<file path="config.mk">
export PLATFORM = sky130hd
export DESIGN_NAME = host_irq_mask_clear_port
export DESIGN_NICKNAME = d
export VERILOG_FILES = /design/src/hw/irq_mask_pkg.sv /design/src/hw/host_irq_mask_clear_port.sv
export SDC_FILE = /design/constraint.sdc
export NUM_CORES = 1
export LEC_CHECK = 0
export ABC_CLOCK_PERIOD_IN_PS = 800
export BUFFER_PORTS_ARGS = -buffer_cell sky130_fd_sc_hd__buf_4
export CORE_MARGIN = 2
export CORE_UTILIZATION = 28
export CTS_CLUSTER_SIZE = 25
export DETAILED_ROUTE_END_ITERATION = 16
export PLACE_DENSITY = 0.86
export REMOVE_ABC_BUFFERS = 1
export SYNTH_ARGS = -nofsm -noshare
export SYNTH_HDL_FRONTEND = slang
export SYNTH_SLANG_ARGS = --single-unit
</file>
<file path="constraint.sdc">
create_clock -name clk_in -period 0.8 [get_ports clk_in]
set_input_delay 0.12 -clock clk_in [delete_from_list [all_inputs] [get_ports clk_in]]
set_output_delay 0.12 -clock clk_in [all_outputs]
set_load 0.005 [all_outputs]
</file>
<file path="src/hw/irq_mask_pkg.sv">
/*
  Shared constants and types for the host interrupt mask clear/set port.
  Assumes a command-code register access: a 7-bit code selects the register,
  bit 7 of the command byte marks a write.
*/
package irq_mask_pkg;
  localparam logic [7:0] CMD_MASK_SET_RD = 8'h04;
  localparam logic [7:0] CMD_MASK_CLR_RD = 8'h05;
  localparam logic [7:0] CMD_MASK_SET_WR = 8'h84;
  localparam logic [7:0] CMD_MASK_CLR_WR = 8'h85;
  localparam int BIT_MASTER = 31;
  localparam int BIT_HUB_CHANGE = 6;
  localparam int BIT_FRAME_WRAP = 5;
  localparam int BIT_FATAL_ERROR = 4;
  localparam int BIT_RESUME = 3;
  localparam int BIT_FRAME_START = 2;
  localparam int BIT_OVERRUN = 0;
  // writable positions: 31, 6..2, 0
  localparam logic [31:0] MASK_WRITABLE = 32'h8000007D;
  // master gate comes up set; every event gate comes up shut
  localparam logic [31:0] MASK_RESET = 32'h80000000;

  typedef struct packed {
    logic valid;
    logic [7:0] code;
    logic [31:0] wdata;
  } reg_cmd_t;
endpackage

</file>
<file path="src/hw/host_irq_mask_clear_port.sv">
/*
  Interrupt enable mask with its write-one-to-set and write-one-to-clear
  ports, and the host bus interrupt request built from it.
  Assumes commands arrive as single-cycle strobes synchronous to clk_in and
  the pending-status bits come from the rest of the host engine.
*/
`timescale 1ns/1ps
`default_nettype none
module host_irq_mask_clear_port (
  input wire logic clk_in,
  input wire logic rst_n_in,
  input wire logic soft_reset_in,
  input wire irq_mask_pkg::reg_cmd_t cmd_in,
  input wire logic [31:0] irq_pending_in,
  output logic [31:0] rdata_out,
  output logic rdata_valid_out,
  output logic [31:0] irq_mask_out,
  output logic host_irq_out
);
  import irq_mask_pkg::*;

  // ----------------------------------------
  // command decode
  // ----------------------------------------
  logic [31:0] irq_mask;
  logic [31:0] next_irq_mask;
  wire wr_clr = cmd_in.valid && (cmd_in.code == CMD_MASK_CLR_WR);
  wire wr_set = cmd_in.valid && (cmd_in.code == CMD_MASK_SET_WR);
  wire rd_any = cmd_in.valid &&
    ((cmd_in.code == CMD_MASK_CLR_RD) || (cmd_in.code == CMD_MASK_SET_RD));
  // reserved positions masked off before they reach the mask
  wire [31:0] clr_bits = wr_clr ? (cmd_in.wdata & MASK_WRITABLE) : 32'h00000000;
  wire [31:0] set_bits = wr_set ? (cmd_in.wdata & MASK_WRITABLE) : 32'h00000000;

  // ----------------------------------------
  // shared enable mask
  // ----------------------------------------
  // bitwise: ones clear on the clear port and set on the set port, zeros hold, one storage for both ports
  assign next_irq_mask = (irq_mask & ~clr_bits) | set_bits;

  // master open at reset is safe: no event gate is open until software sets one
  always_ff @(posedge clk_in or negedge rst_n_in) begin
    if (!rst_n_in) begin
      irq_mask <= MASK_RESET;
    end else if (soft_reset_in) begin
      irq_mask <= MASK_RESET;
    end else begin
      irq_mask <= next_irq_mask;
    end
  end

  // ----------------------------------------
  // read path and interrupt request
  // ----------------------------------------
  always_ff @(posedge clk_in or negedge rst_n_in) begin
    if (!rst_n_in) begin
      rdata_out <= 32'h00000000;
      rdata_valid_out <= 1'b0;
    end else begin
      rdata_valid_out <= rd_any;
      if (rd_any) begin
        rdata_out <= irq_mask;
      end
    end
  end

  // per-bit gating keeps positions aligned with pending status
  wire [31:0] gated = irq_pending_in & irq_mask & MASK_WRITABLE;
  wire [30:0] event_gated = gated[30:0];
  // master applied last, so one clear of it shuts every event at the same edge
  assign host_irq_out = irq_mask[BIT_MASTER] && (|event_gated);
  assign irq_mask_out = irq_mask;
endmodule
`default_nettype wire

</file>
# Word level (Yosys, flattened, before mapping)
# Cells that the tools add are included.
[word_totals]
register_bits = 65
inputBits = 76
out_inout_bits = 66
elab_cells = 20
[op_classes]
n_eq_ne = 4
n_mux = 3
bitwise = 4
reduce_logical = 6
[ops]
columns = ["operator", "n"]
rows = [
  ["2-to-1 mux 32 bit", 3],
  ["bitwise AND 32 bit", 1],
  ["inverter 32 bit", 1],
  ["OR 32 bit", 1],
  ["== test 8 x 3 -> 1 bit (second input constant)", 2],
  ["== test 8 bit (second input constant)", 2],
  ["bitwise AND 7 bit", 1],
  ["OR reduction 6 bit", 1],
  ["logical AND 1 bit", 4],
  ["logical OR 1 bit", 1],
]

# Logic depth before layout (Yosys ltp)
# Gate-level depths: netlist of the first run.
[logic_depth]
depth_word = 7
mapped_depth = 4
depth_no_buf = 3

# Worst setup path before layout of the first run
# No wires, ideal clock.
[synth_timing]
kind = "in2reg"
startpoint = "input cmd_in[33] (netlist bit)"
endpoint = "register rdata_out[0]"
setup_time_ps = 125
arrival_time_ps = 1010
required_time_ps = 675
slack_ps = -335
cell_stages = 3
n_path_buf = 0
cell_sequence = "nor4b_1 nand2_4 mux2_2"
[synth_via]
elab_chain_cells = 3
elab_cells_between_ends = 4
classes_between = "eq/ne: 2; reduce/logical: 2"
[synth_lines]
columns = ["item", "line", "rtl"]
rows = [
  ["from (decl)", "host_irq_mask_clear_port.sv:13", "input wire irq_mask_pkg::reg_cmd_t cmd_in,"],
  ["== test 8 x 3 -> 1 bit", "host_irq_mask_clear_port.sv:30", "((cmd_in.code == CMD_MASK_CLR_RD) || (cmd_in.code == CMD_MASK_SET_RD));"],
  ["logical OR 1 bit *", "host_irq_mask_clear_port.sv:30", ""],
  ["logical AND 1 bit *", "host_irq_mask_clear_port.sv:29", "wire rd_any = cmd_in.valid &&"],
  ["to (signal assigned)", "host_irq_mask_clear_port.sv:62", "rdata_out <= irq_mask;"],
  ["to (decl)", "host_irq_mask_clear_port.sv:15", "output logic [31:0] rdata_out,"],
]
# Mark *: on every way between the ends. The rest lies on a longest branch, timed or not.
# A chain may end at the register's enable or synchronous reset.

# Worst setup path after layout of the first run
[layout_timing]
startpoint = "register irq_mask[31], in the netlist irq_mask_out[31]"
endpoint = "output host_irq_out"
[layout_via]
elab_chain_cells = 1
[layout_lines]
columns = ["item", "line", "rtl"]
rows = [
  ["from (decl)", "host_irq_mask_clear_port.sv:25", "logic [31:0] irq_mask;"],
  ["from (signal assigned)", "host_irq_mask_clear_port.sv:48", "irq_mask <= next_irq_mask;"],
  ["logical AND 1 bit", "host_irq_mask_clear_port.sv:71", "assign host_irq_out = irq_mask[BIT_MASTER] && (|event_gated);"],
  ["to (decl)", "host_irq_mask_clear_port.sv:18", "output logic host_irq_out"],
]
# Every way passes these cells.

==> results of run 1 <==
[logic make-up (layout without fill, tap and decap cells)]
| logic type | count (synthesis) | in the layout | share of synthesized area, % |
|---|---|---|---|
| AOI/OAI and AO/OA | 4 | 4 | 2.64 |
| other | 1 | 50 | 0.344 |
| buffers and inverters | 54 | 64 | 35.8 |
| and+or+nand+nor | 20 | 20 | 13.1 |
| DFF | 15 | 15 | 34.5 |
| muxes | 14 | 14 | 13.6 |
[through the flow]
stage	hold WS [ps]	setup WS (ps)	util (%)	total power, mW
global placement	-19.2	-397	35.9	1.01
detailed placement	-17.5	-408	35.9	1.01
CTS	124	-435	41.5	1.66
global route	133	-494	43.9	1.74
finish	122	-459	43.9	1.68
floorplan	-176	-398	-	0.868
[registers in the layout, indices dropped and copies added, names as in the netlist]
| signal | flops |
|---|---|
| irq_mask_out | 7 |
| rdata_valid_out | 1 |
| rdata_out | 7 |
[cells in the final DEF, fill, tap and decap left out]
| cell | netlist | layout |
|---|---|---|
| sky130_fd_sc_hd__nor4b_4 | 1 | 2 |
| sky130_fd_sc_hd__nor2_2 | 0 | 1 |
| sky130_fd_sc_hd__clkbuf_1 | 2 | 1 |
| sky130_fd_sc_hd__dlygate4sd3_1 | 0 | 1 |
| sky130_fd_sc_hd__inv_1 | 2 | 1 |
| sky130_fd_sc_hd__dfstp_2 | 1 | 1 |
| sky130_fd_sc_hd__a31oi_2 | 0 | 1 |
| sky130_fd_sc_hd__nand3_4 | 0 | 2 |
| sky130_fd_sc_hd__nand2_8 | 0 | 1 |
| sky130_fd_sc_hd__nand3_1 | 7 | 1 |
| sky130_fd_sc_hd__inv_2 | 0 | 1 |
| sky130_fd_sc_hd__clkbuf_8 | 0 | 3 |
| sky130_fd_sc_hd__conb_1 | 1 | 50 |
| sky130_fd_sc_hd__a22oi_2 | 0 | 3 |
| sky130_fd_sc_hd__nand2b_1 | 6 | 6 |
| sky130_fd_sc_hd__dfrtp_1 | 14 | 14 |
| sky130_fd_sc_hd__nand3_2 | 0 | 4 |
| sky130_fd_sc_hd__buf_4 | 50 | 29 |
| sky130_fd_sc_hd__buf_6 | 0 | 28 |
| sky130_fd_sc_hd__mux2i_1 | 7 | 7 |
| sky130_fd_sc_hd__nor4bb_1 | 1 | 1 |
| sky130_fd_sc_hd__mux2_2 | 7 | 7 |
| sky130_fd_sc_hd__or2_2 | 1 | 1 |
| sky130_fd_sc_hd__nor2b_1 | 1 | 1 |
[routing by layer]
| metal | vias up | track usage [%] |
|---|---|---|
| met5 | - | 0 |
| met4 | 0 | 4.59 |
| met3 | 2 | 2.39 |
| met2 | 58 | 20.4 |
| met1 | 388 | 13.3 |
| li1 | 375 | - |
[critical path, delay by kind of cell, from the launching register on]
kind | cells | cell delay [ps]
compound gates | 1 | 160
buf+inv | 2 | 180
flops | 1 | 540
[area by class of cell]
class	count	share of cell area (%)
Sequential cell	15	23.1
Multi-Input combinational cell	88	36.8
Timing Repair Buffer	58	33.3
Clock buffer	4	2.76
Inverter	2	0.460
Tap cell	48	3.68
[worst max-delay path by stage]
stage | from | endpoint | cells past startpoint | slack (ps)
2_1_floorplan | cmd_in[34] | irq_mask_out[0] | 3 | -400
3_3_place_gp | cmd_in[33] | rdata_out[0] | 5 | -400
3_5_place_dp | cmd_in[33] | rdata_out[31] | 5 | -410
4_1_cts | irq_mask_out[4] | host_irq_out | 3 | -430
5_1_grt | irq_mask_out[2] | host_irq_out | 3 | -490
6_report | irq_mask_out[31] | host_irq_out | 3 | -460
[power breakdown]
| part | leakage [nW] | internal (mW) | switching (mW) | total (mW) |
|---|---|---|---|---|
| Combinational | 0.649 | 0.131 | 0.141 | 0.271 |
| Sequential | 0.205 | 0.766 | 0.00548 | 0.772 |
| Clock | 0.0228 | 0.354 | 0.280 | 0.634 |
[what timing repair did]
item                                    CTS  global route
pin swaps                                 5             2
hold buffers                              1             0
hold endpoints to repair                 15             0
buffers inserted                          5             4
resized for setup                        30            17
endpoints found under the setup margin   30            31
==> impl_metrics.env, run 1 <==
export IMPL_first_global_vias=777
export IMPL_clock_sinks=15
export IMPL_worstPathCellList="inv_2, a31oi_2, buf_4"
export IMPL_floorplan_initialDensity_pct=29.4
export IMPL_io_pin_count=142
export IMPL_vias=823
export IMPL_grt_overflow_total=0
export IMPL_antenna_found_initial=0
export IMPL_seq_area_um2=377
export IMPL_clk_path_buf_depth=2
export IMPL_required_ps=680
export IMPL_reg2reg_from="irq_mask_out[2]"
export IMPL_finalInstanceArea_um2=1630
export IMPL_tritoncts="built"
export IMPL_skew_ps=4.62
export IMPL_yosysWarnings=0
export IMPL_area_of_the_multi_input_gates_um2=601
export IMPL_placed_cells_incl_taps=204
export IMPL_antennaDiodeCount=0
export IMPL_post_synth_top_area_cell="sky130_fd_sc_hd__buf_4"
export IMPL_critical_path_endpoint_type="output port"
export IMPL_viasPerCell=3.83
export IMPL_crit_path_max_fanout=2
export IMPL_detail_route_first_pass_iterations=4
export IMPL_fmaxAchievable_mhz=795
export IMPL_slowest_delay_ps=540
export IMPL_leading_post_synthesis_cells_by_cell_area="sky130_fd_sc_hd__buf_4 (34%), sky130_fd_sc_hd__dfrtp_1 (32%), sky130_fd_sc_hd__mux2_2 (7.2%), sky130_fd_sc_hd__mux2i_1 (6.4%), sky130_fd_sc_hd__nand2b_1 (3.4%)"
export IMPL_drt_wirelength_per_cell_um=11.6
export IMPL_synth_largest_type_area_fraction_pct=34.4
export IMPL_place_area_um2=1340
export IMPL_slowest_cell_on_the_critical_path="sky130_fd_sc_hd__dfstp_2"
export IMPL_top_post_synthesis_cells_by_count="sky130_fd_sc_hd__buf_4 (50), sky130_fd_sc_hd__dfrtp_1 (14), sky130_fd_sc_hd__mux2_2 (7), sky130_fd_sc_hd__mux2i_1 (7), sky130_fd_sc_hd__nand3_1 (7)"
export IMPL_post_synthesis_instance_area_um2=1090
export IMPL_stdcell_count=215
export IMPL_cellPowerDensity_nw_per_um2=1030
export IMPL_worstSetupPathType="flop to output port"
export IMPL_detail_route_drc_violations=0
export IMPL_numCtsBuffers=3
export IMPL_num_rows=22
export IMPL_post_synth_inst_count=108
export IMPL_design_final_nets=244
export IMPL_finalHoldViolCount=0
export IMPL_grt_util_all_layers_pct=11.5
export IMPL_critical_path_reg2reg_endpoint="rdata_out[2]"
export IMPL_die_area_um2=4410
export IMPL_asyncSetResetFlopFracSynth_pct=100
export IMPL_post_detail_place_hpwl_mm=1.85
export IMPL_static_leakage_power_nw=0.877
export IMPL_outcome="complete, but fails checks"
export IMPL_clk_transition_reported_paths_ps=60
export IMPL_antenna_violating_nets_remaining=0
export IMPL_ys_seq_elements=15
export IMPL_detailroute_wirelength_met2_mm=1.33
export IMPL_met3RoutedLength_um=222
export IMPL_post_route_min_period_ps=1260
export IMPL_port_buffers=40
export IMPL_clock_tree_htree_level_count=1
export IMPL_topRoutingLayerUsed="met4"
export IMPL_final_cycle_utilization_of_the_critical_path_pct=157
export IMPL_insertion_delay_ps=260
export IMPL_cp_data_arrival_time_ps=1140
export IMPL_reg2reg_depth=3
export IMPL_area_growth_pct=49.7
export IMPL_setup_tns_ps=-4680
export IMPL_rrSetupSlack_ps=-200
export IMPL_finalMaxSlewViolations=0
export IMPL_clock_tree_root_cell="sky130_fd_sc_hd__clkbuf_8"
export IMPL_synth_flop_cell="sky130_fd_sc_hd__dfrtp_1"
export IMPL_hp_class="input pin to flop"
export IMPL_final_layout_size_suffix_gt1_share_pct=50.3
export IMPL_fin_ws_ps=-459
export IMPL_mean_syn_cell_area_um2=10.1
export IMPL_violations_in_the_final_reports="negative setup slack"
export IMPL_seq_area_frac_synth_pct=34.5
export IMPL_gpl_final_weighted_congestion=0.718
export IMPL_placeableCoreArea_um2=3720
export IMPL_irDropWorstVdd_uv=901
export IMPL_sum_of_routed_wire_segments_on_met1_um=902
export IMPL_yosysUniqueCellTypes=19
export IMPL_timing_hold_worst_path_depth=3
export IMPL_postRouteWirelength_mm=2.49
export IMPL_die_width_um=66.4
export IMPL_wire_length_of_the_first_global_routing_pass_mm=3.75
export IMPL_maximum_number_of_pins_on_one_net_before_global_route_repair=16
export IMPL_holdCritStartpoint="cmd_in[31]"
export IMPL_maximum_capacitance_violations=0
export IMPL_synthMostInstantiatedCell="sky130_fd_sc_hd__buf_4"
export IMPL_startpoint_type="flop"
export IMPL_setup_viol=30
export IMPL_setup_repair_after_global_routing_missed_its_margin="yes"
export IMPL_die_height_um=66.4
export IMPL_drt_iter0_drc=9
export IMPL_fillers=372
export IMPL_timing_hold_worst_endpoint="irq_mask_out[31]"
export IMPL_synth_edff_count=0
(Power assumes the default switching activity.)
==> run 2: changes to the inputs <==
--- a/config.mk
+++ b/config.mk
@@ -11,6 +11,7 @@
 export CORE_UTILIZATION = 28
 export CTS_CLUSTER_SIZE = 25
 export DETAILED_ROUTE_END_ITERATION = 16
+export MAX_ROUTING_LAYER = met4
 export PLACE_DENSITY = 0.86
 export REMOVE_ABC_BUFFERS = 1
 export SYNTH_ARGS = -nofsm -noshare
==> run 2 against run 1 <==
Compared with the run above:
- the flow still finishes with violations (negative setup slack)
- global-route usage is 0.30 points higher
- via count is 0.24% higher
- clock power hardly changed
- design area stayed put
- die area stayed put
- register-to-register slack hardly changed
- sequential share of layout area stayed put
==> impl_metrics.env, run 2 (same netlist as run 1, synthesis figures left out) <==
export IMPL_outcome="complete, but fails checks"
export IMPL_violations_in_the_final_reports="negative setup slack"
export IMPL_gpl_final_weighted_congestion=0.726
export IMPL_post_detail_place_hpwl_mm=1.85
export IMPL_die_area_um2=4410
export IMPL_whs_ps=122
export IMPL_commonest_non_fill_non_tap_cells_in_the_layout="sky130_fd_sc_hd__conb_1 (50), sky130_fd_sc_hd__buf_4 (29), sky130_fd_sc_hd__buf_6 (28), sky130_fd_sc_hd__dfrtp_1 (14)"
export IMPL_num_rows=22
export IMPL_die_width_um=66.4
export IMPL_insertion_delay_ps=250
export IMPL_detail_route_drc_violations=0
export IMPL_crit_path_max_fanout=2
export IMPL_fmaxAchievable_mhz=792
export IMPL_finalMaxSlewViolations=0
export IMPL_port_buffers=40
export IMPL_maximum_capacitance_violations=0
export IMPL_grt_overflow_total=0
export IMPL_setup_viol=30
export IMPL_skew_ps=2.32
export IMPL_detail_route_first_pass_iterations=4
export IMPL_wire_length_of_the_first_global_routing_pass_mm=3.74
export IMPL_final_cycle_utilization_of_the_critical_path_pct=158
export IMPL_postRouteWirelength_mm=2.50
export IMPL_startpoint_type="flop"
export IMPL_fin_ws_ps=-463
export IMPL_worstPathCellList="inv_2, a31oi_2, buf_4"
export IMPL_viasPerCell=3.84
export IMPL_finalHoldViolCount=0
export IMPL_tritoncts="built"
export IMPL_critical_path_top_delay_family="flip-flops"
export IMPL_placeableCoreArea_um2=3720
export IMPL_final_layout_size_suffix_gt1_share_pct=50.3
export IMPL_clock_tree_htree_level_count=1
export IMPL_io_pin_count=142
export IMPL_cp_data_arrival_time_ps=1140
export IMPL_design_final_nets=244
export IMPL_clock_tree_root_cell="sky130_fd_sc_hd__clkbuf_8"
export IMPL_vias=825
export IMPL_setup_tns_ps=-4680
export IMPL_slowest_cell_on_the_critical_path="sky130_fd_sc_hd__dfstp_2"
export IMPL_hp_class="input pin to flop"
export IMPL_critical_path_endpoint_type="output port"
export IMPL_maximum_number_of_pins_on_one_net_before_global_route_repair=16
export IMPL_rrSetupSlack_ps=-200
export IMPL_area_growth_pct=49.7
export IMPL_numCtsBuffers=3
export IMPL_first_global_vias=778
export IMPL_fillers=372
export IMPL_pre_cts_setup_slack_ps=-408
export IMPL_antennaDiodeCount=0
export IMPL_slowest_delay_ps=540
export IMPL_clock_sinks=15
export IMPL_drt_iter0_drc=9
export IMPL_clk_path_buf_depth=2
export IMPL_setup_repair_after_global_routing_missed_its_margin="yes"
export IMPL_grt_util_all_layers_pct=11.8
export IMPL_drt_wirelength_per_cell_um=11.6
export IMPL_worstSetupPathType="flop to output port"
export IMPL_antenna_violating_nets_remaining=0
export IMPL_cellPowerDensity_nw_per_um2=1030
export IMPL_required_ps=680
export IMPL_die_height_um=66.4
export IMPL_crit_buf_inv=2
export IMPL_commonest_non_fill_non_tap_cell_in_the_layout="sky130_fd_sc_hd__conb_1"
export IMPL_clk_transition_reported_paths_ps=60
export IMPL_antenna_found_initial=0
export IMPL_post_route_min_period_ps=1260
export IMPL_floorplan_initialDensity_pct=29.4
export IMPL_irDropWorstVdd_uv=888
export IMPL_static_leakage_power_nw=0.877
run 2: cell counts in the layout (fill, tap and decap cells not counted):
No cell type changed its count.
run 2: worst paths after layout:
path | start | to | depth (start not counted)
min reg2reg | rdata_out[3] | rdata_out[3] | 1
min | cmd_in[31] | irq_mask_out[31] | 3
max reg2reg | irq_mask_out[2] | rdata_out[2] | 3
max | irq_mask_out[31] | host_irq_out | 3
min in group asynchronous | rst_n_in | rdata_out[2] | 2
max in group asynchronous | rst_n_in | irq_mask_out[31] | 2
run 2: where the power goes:
group          internal (mW)  total (mW)  switching (mW)
registers              0.766       0.772         0.00548
clock network          0.354       0.637           0.283
logic                  0.131       0.272           0.141
run 2: area by class of cell:
type / count / area (um^2) / share of cell area [%]
clock buffer: 4 / 45.0 / 2.76
inverter: 2 / 7.51 / 0.460
multi-input combinational: 88 / 601 / 36.8
sequential: 15 / 377 / 23.1
tap: 48 / 60.1 / 3.68
timing repair buffer: 58 / 543 / 33.3
run 2: per-stage QoR:
step                cell area [um^2]  power [mW]  instances  util [%]
finish                          1630        1.68        215      43.9
global route                    1630        1.74        215      43.9
CTS                             1540        1.66        213      41.5
detailed placement              1340        1.01        204      35.9
global placement                1340        1.01        204      35.9
floorplan                        892       0.868        105         -
run 2: tightest hold or removal path, cell delays in order:
cell and delay [ps]:
sky130_fd_sc_hd__buf_4 110, sky130_fd_sc_hd__nand3_1 70, sky130_fd_sc_hd__mux2i_1 70
run 2: per-layer routing:
metal  vias to the layer above  share of wire [%]  global-route usage (%)
met5                         -                  0                       -
met4                         0                1.2                    4.59
met3                         2                8.7                    2.39
met2                        58                 53                    20.4
met1                       390                 37                    13.3
li1                        375                  -                       -
run 2: repair_timing:
action,in CTS,in global routing
setup endpoints to repair,30,31
hold buffers,1,0
cloned,0,0
setup buffers,5,4
pin swaps,5,2
endpoints found under the hold margin,15,0
resized for setup,30,17
==> run 3: changes to the inputs <==
--- a/config.mk
+++ b/config.mk
@@ -7,8 +7,10 @@
 export LEC_CHECK = 0
 export ABC_CLOCK_PERIOD_IN_PS = 800
 export BUFFER_PORTS_ARGS = -buffer_cell sky130_fd_sc_hd__buf_4
+export CELL_PAD_IN_SITES_DETAIL_PLACEMENT = 1
+export CELL_PAD_IN_SITES_GLOBAL_PLACEMENT = 1
 export CORE_MARGIN = 2
-export CORE_UTILIZATION = 28
+export CORE_UTILIZATION = 18
 export CTS_CLUSTER_SIZE = 25
 export DETAILED_ROUTE_END_ITERATION = 16
 export MAX_ROUTING_LAYER = met4
==> run 3 against run 2 <==
Compared with the run above:
- the flow still finishes with violations (negative setup slack)
- combinational power grew 6%
- sequential cell count is the same
- largest power group unchanged
- critical path depth is the same
- clock power shrank 2%
- critical endpoint unchanged
- critical path type unchanged
- worst setup slack improved by 29 ps
- cell count increased by 13%
- highest routed layer unchanged
- non-clock buffer count did not move
==> impl_metrics.env, run 3 (same netlist as run 1, synthesis figures left out) <==
export IMPL_outcome="complete, but fails checks"
export IMPL_violations_in_the_final_reports="negative setup slack"
export IMPL_finalHoldViolCount=0
export IMPL_io_pin_count=142
export IMPL_viasPerCell=3.37
export IMPL_finalInstanceArea_um2=1700
export IMPL_placeableCoreArea_um2=5890
export IMPL_crit_start="irq_mask_out[2]"
export IMPL_critical_path_endpoint_type="output port"
export IMPL_reg2reg_from="irq_mask_out[6]"
export IMPL_antenna_found_initial=0
export IMPL_first_global_vias=878
export IMPL_antennaDiodeCount=0
export IMPL_numCtsBuffers=3
export IMPL_maximum_capacitance_violations=0
export IMPL_crit_path_max_fanout=2
export IMPL_vias=815
export IMPL_gpl_final_weighted_congestion=0.757
export IMPL_clock_sinks=15
export IMPL_commonest_non_fill_non_tap_cell_in_the_layout="sky130_fd_sc_hd__conb_1"
export IMPL_cp_data_arrival_time_ps=1110
export IMPL_grt_overflow_total=0
export IMPL_die_height_um=81.9
export IMPL_postRouteWirelength_mm=2.87
export IMPL_tritoncts="built"
export IMPL_post_route_min_period_ps=1230
export IMPL_drt_iter0_drc=30
export IMPL_startpoint_type="flop"
export IMPL_wire_length_of_the_first_global_routing_pass_mm=4.28
export IMPL_final_cycle_utilization_of_the_critical_path_pct=154
export IMPL_clock_tree_htree_level_count=1
export IMPL_die_width_um=81.9
export IMPL_final_layout_size_suffix_gt1_share_pct=49.7
export IMPL_detail_route_drc_violations=0
export IMPL_fmaxAchievable_mhz=810
export IMPL_required_ps=680
export IMPL_fin_ws_ps=-434
export IMPL_static_leakage_power_nw=0.902
export IMPL_design_final_nets=244
export IMPL_detail_route_first_pass_iterations=3
export IMPL_drt_wirelength_per_cell_um=11.8
export IMPL_holdCritStartpoint="cmd_in[2]"
export IMPL_maximum_number_of_pins_on_one_net_before_global_route_repair=16
export IMPL_die_area_um2=6700
export IMPL_report_power_total_mw=1.68
export IMPL_commonest_non_fill_non_tap_cells_in_the_layout="sky130_fd_sc_hd__conb_1 (50), sky130_fd_sc_hd__buf_4 (29), sky130_fd_sc_hd__buf_6 (27), sky130_fd_sc_hd__dfrtp_1 (14), sky130_fd_sc_hd__mux2i_1 (7)"
export IMPL_num_rows=28
export IMPL_post_detail_place_hpwl_mm=2.24
export IMPL_clock_tree_root_cell="sky130_fd_sc_hd__clkbuf_8"
export IMPL_setup_viol=30
export IMPL_cellPowerDensity_nw_per_um2=989
export IMPL_skew_ps=6.79
export IMPL_irDropWorstVdd_uv=600
export IMPL_stdcell_count=242
export IMPL_antenna_violating_nets_remaining=0
export IMPL_place_area_um2=1370
export IMPL_floorplan_initialDensity_pct=18.5
export IMPL_setup_repair_after_global_routing_missed_its_margin="yes"
export IMPL_insertion_delay_ps=250
export IMPL_port_buffers=40
export IMPL_worstSetupPathType="flop to output port"
export IMPL_placed_cells_incl_taps=231
export IMPL_finalMaxSlewViolations=0
export IMPL_grt_util_all_layers_pct=8.89
export IMPL_clk_transition_reported_paths_ps=60
export IMPL_whs_ps=146
export IMPL_clk_path_buf_depth=2
export IMPL_hp_class="input pin to flop"
export IMPL_area_growth_pct=55.6
## run 3: cell count changes in the layout (fill, tap and decap cells not counted), moves of 2 or more
| cell | change |
|---|---|
| sky130_fd_sc_hd__a22oi_1 | +2 |
| sky130_fd_sc_hd__a22oi_2 | -2 |
| sky130_fd_sc_hd__mux2_2 | -2 |
| sky130_fd_sc_hd__mux2_4 | +2 |
| sky130_fd_sc_hd__nand2b_1 | -2 |
| sky130_fd_sc_hd__nand2b_4 | +2 |
| sky130_fd_sc_hd__nand3_2 | -2 |
| sky130_fd_sc_hd__nand3_4 | +2 |
## run 3: critical path, cell delays in order (launching register included)
cell and delay (ps):
sky130_fd_sc_hd__dfrtp_1 390, sky130_fd_sc_hd__a22oi_2 220, sky130_fd_sc_hd__a31oi_1 110, sky130_fd_sc_hd__buf_4 140
## run 3: area by class of cell
class | count | area (um^2)
clock inverter | 1 | 5.00
fill | 693 | 4190
timing repair buffer | 58 | 552
sequential | 15 | 377
inverter | 2 | 7.51
multi-input combinational | 88 | 622
tap | 75 | 93.8
clock buffer | 3 | 41.3
## run 3: stage by stage
stage / setup TNS [ps] / utilization [%] / setup slack (ps)
5_1_grt: -5000 / 28.8 / -466
4_1_cts: -3980 / 27.5 / -440
3_3_place_gp: -6520 / 23.3 / -488
3_5_place_dp: -6600 / 23.3 / -504
2_1_floorplan: -5200 / - / -398
6_report: -3900 / 28.8 / -434
## run 3: worst paths after layout
| kind | cells past startpoint | slack [ps] | end |
|---|---|---|---|
| setup / recovery | 3 | -430 | host_irq_out |
| hold / removal | 3 | 150 | irq_mask_out[2] |
| setup reg to reg | 3 | -200 | rdata_out[6] |
| hold reg to reg | 1 | 540 | rdata_out[31] |
| max in group asynchronous | 2 | 270 | irq_mask_out[31] |
| min in group asynchronous | 2 | 280 | irq_mask_out[5] |
## run 3: where the power goes
part / internal [mW] / switching [mW]
clock network: 0.345 / 0.277
registers: 0.766 / 0.00468
logic: 0.141 / 0.146
total: 1.25 / 0.427
## run 3: metal layers
layer / GRT usage, % / up-vias / routed length [um]
li1: - / 376 / -
met1: 10.1 / 385 / 1100
met2: 15.5 / 52 / 1540
met3: 2.75 / 2 / 224
met4: 1.50 / 0 / 11
met5: - / - / 0
## run 3: timing repair
action	in CTS	in global routing
endpoints found under the hold margin	15	0
gates resized for setup	38	14
hold buffers	1	0
buffers inserted	4	5
pin swaps	8	3
endpoints found under the setup margin	30	30
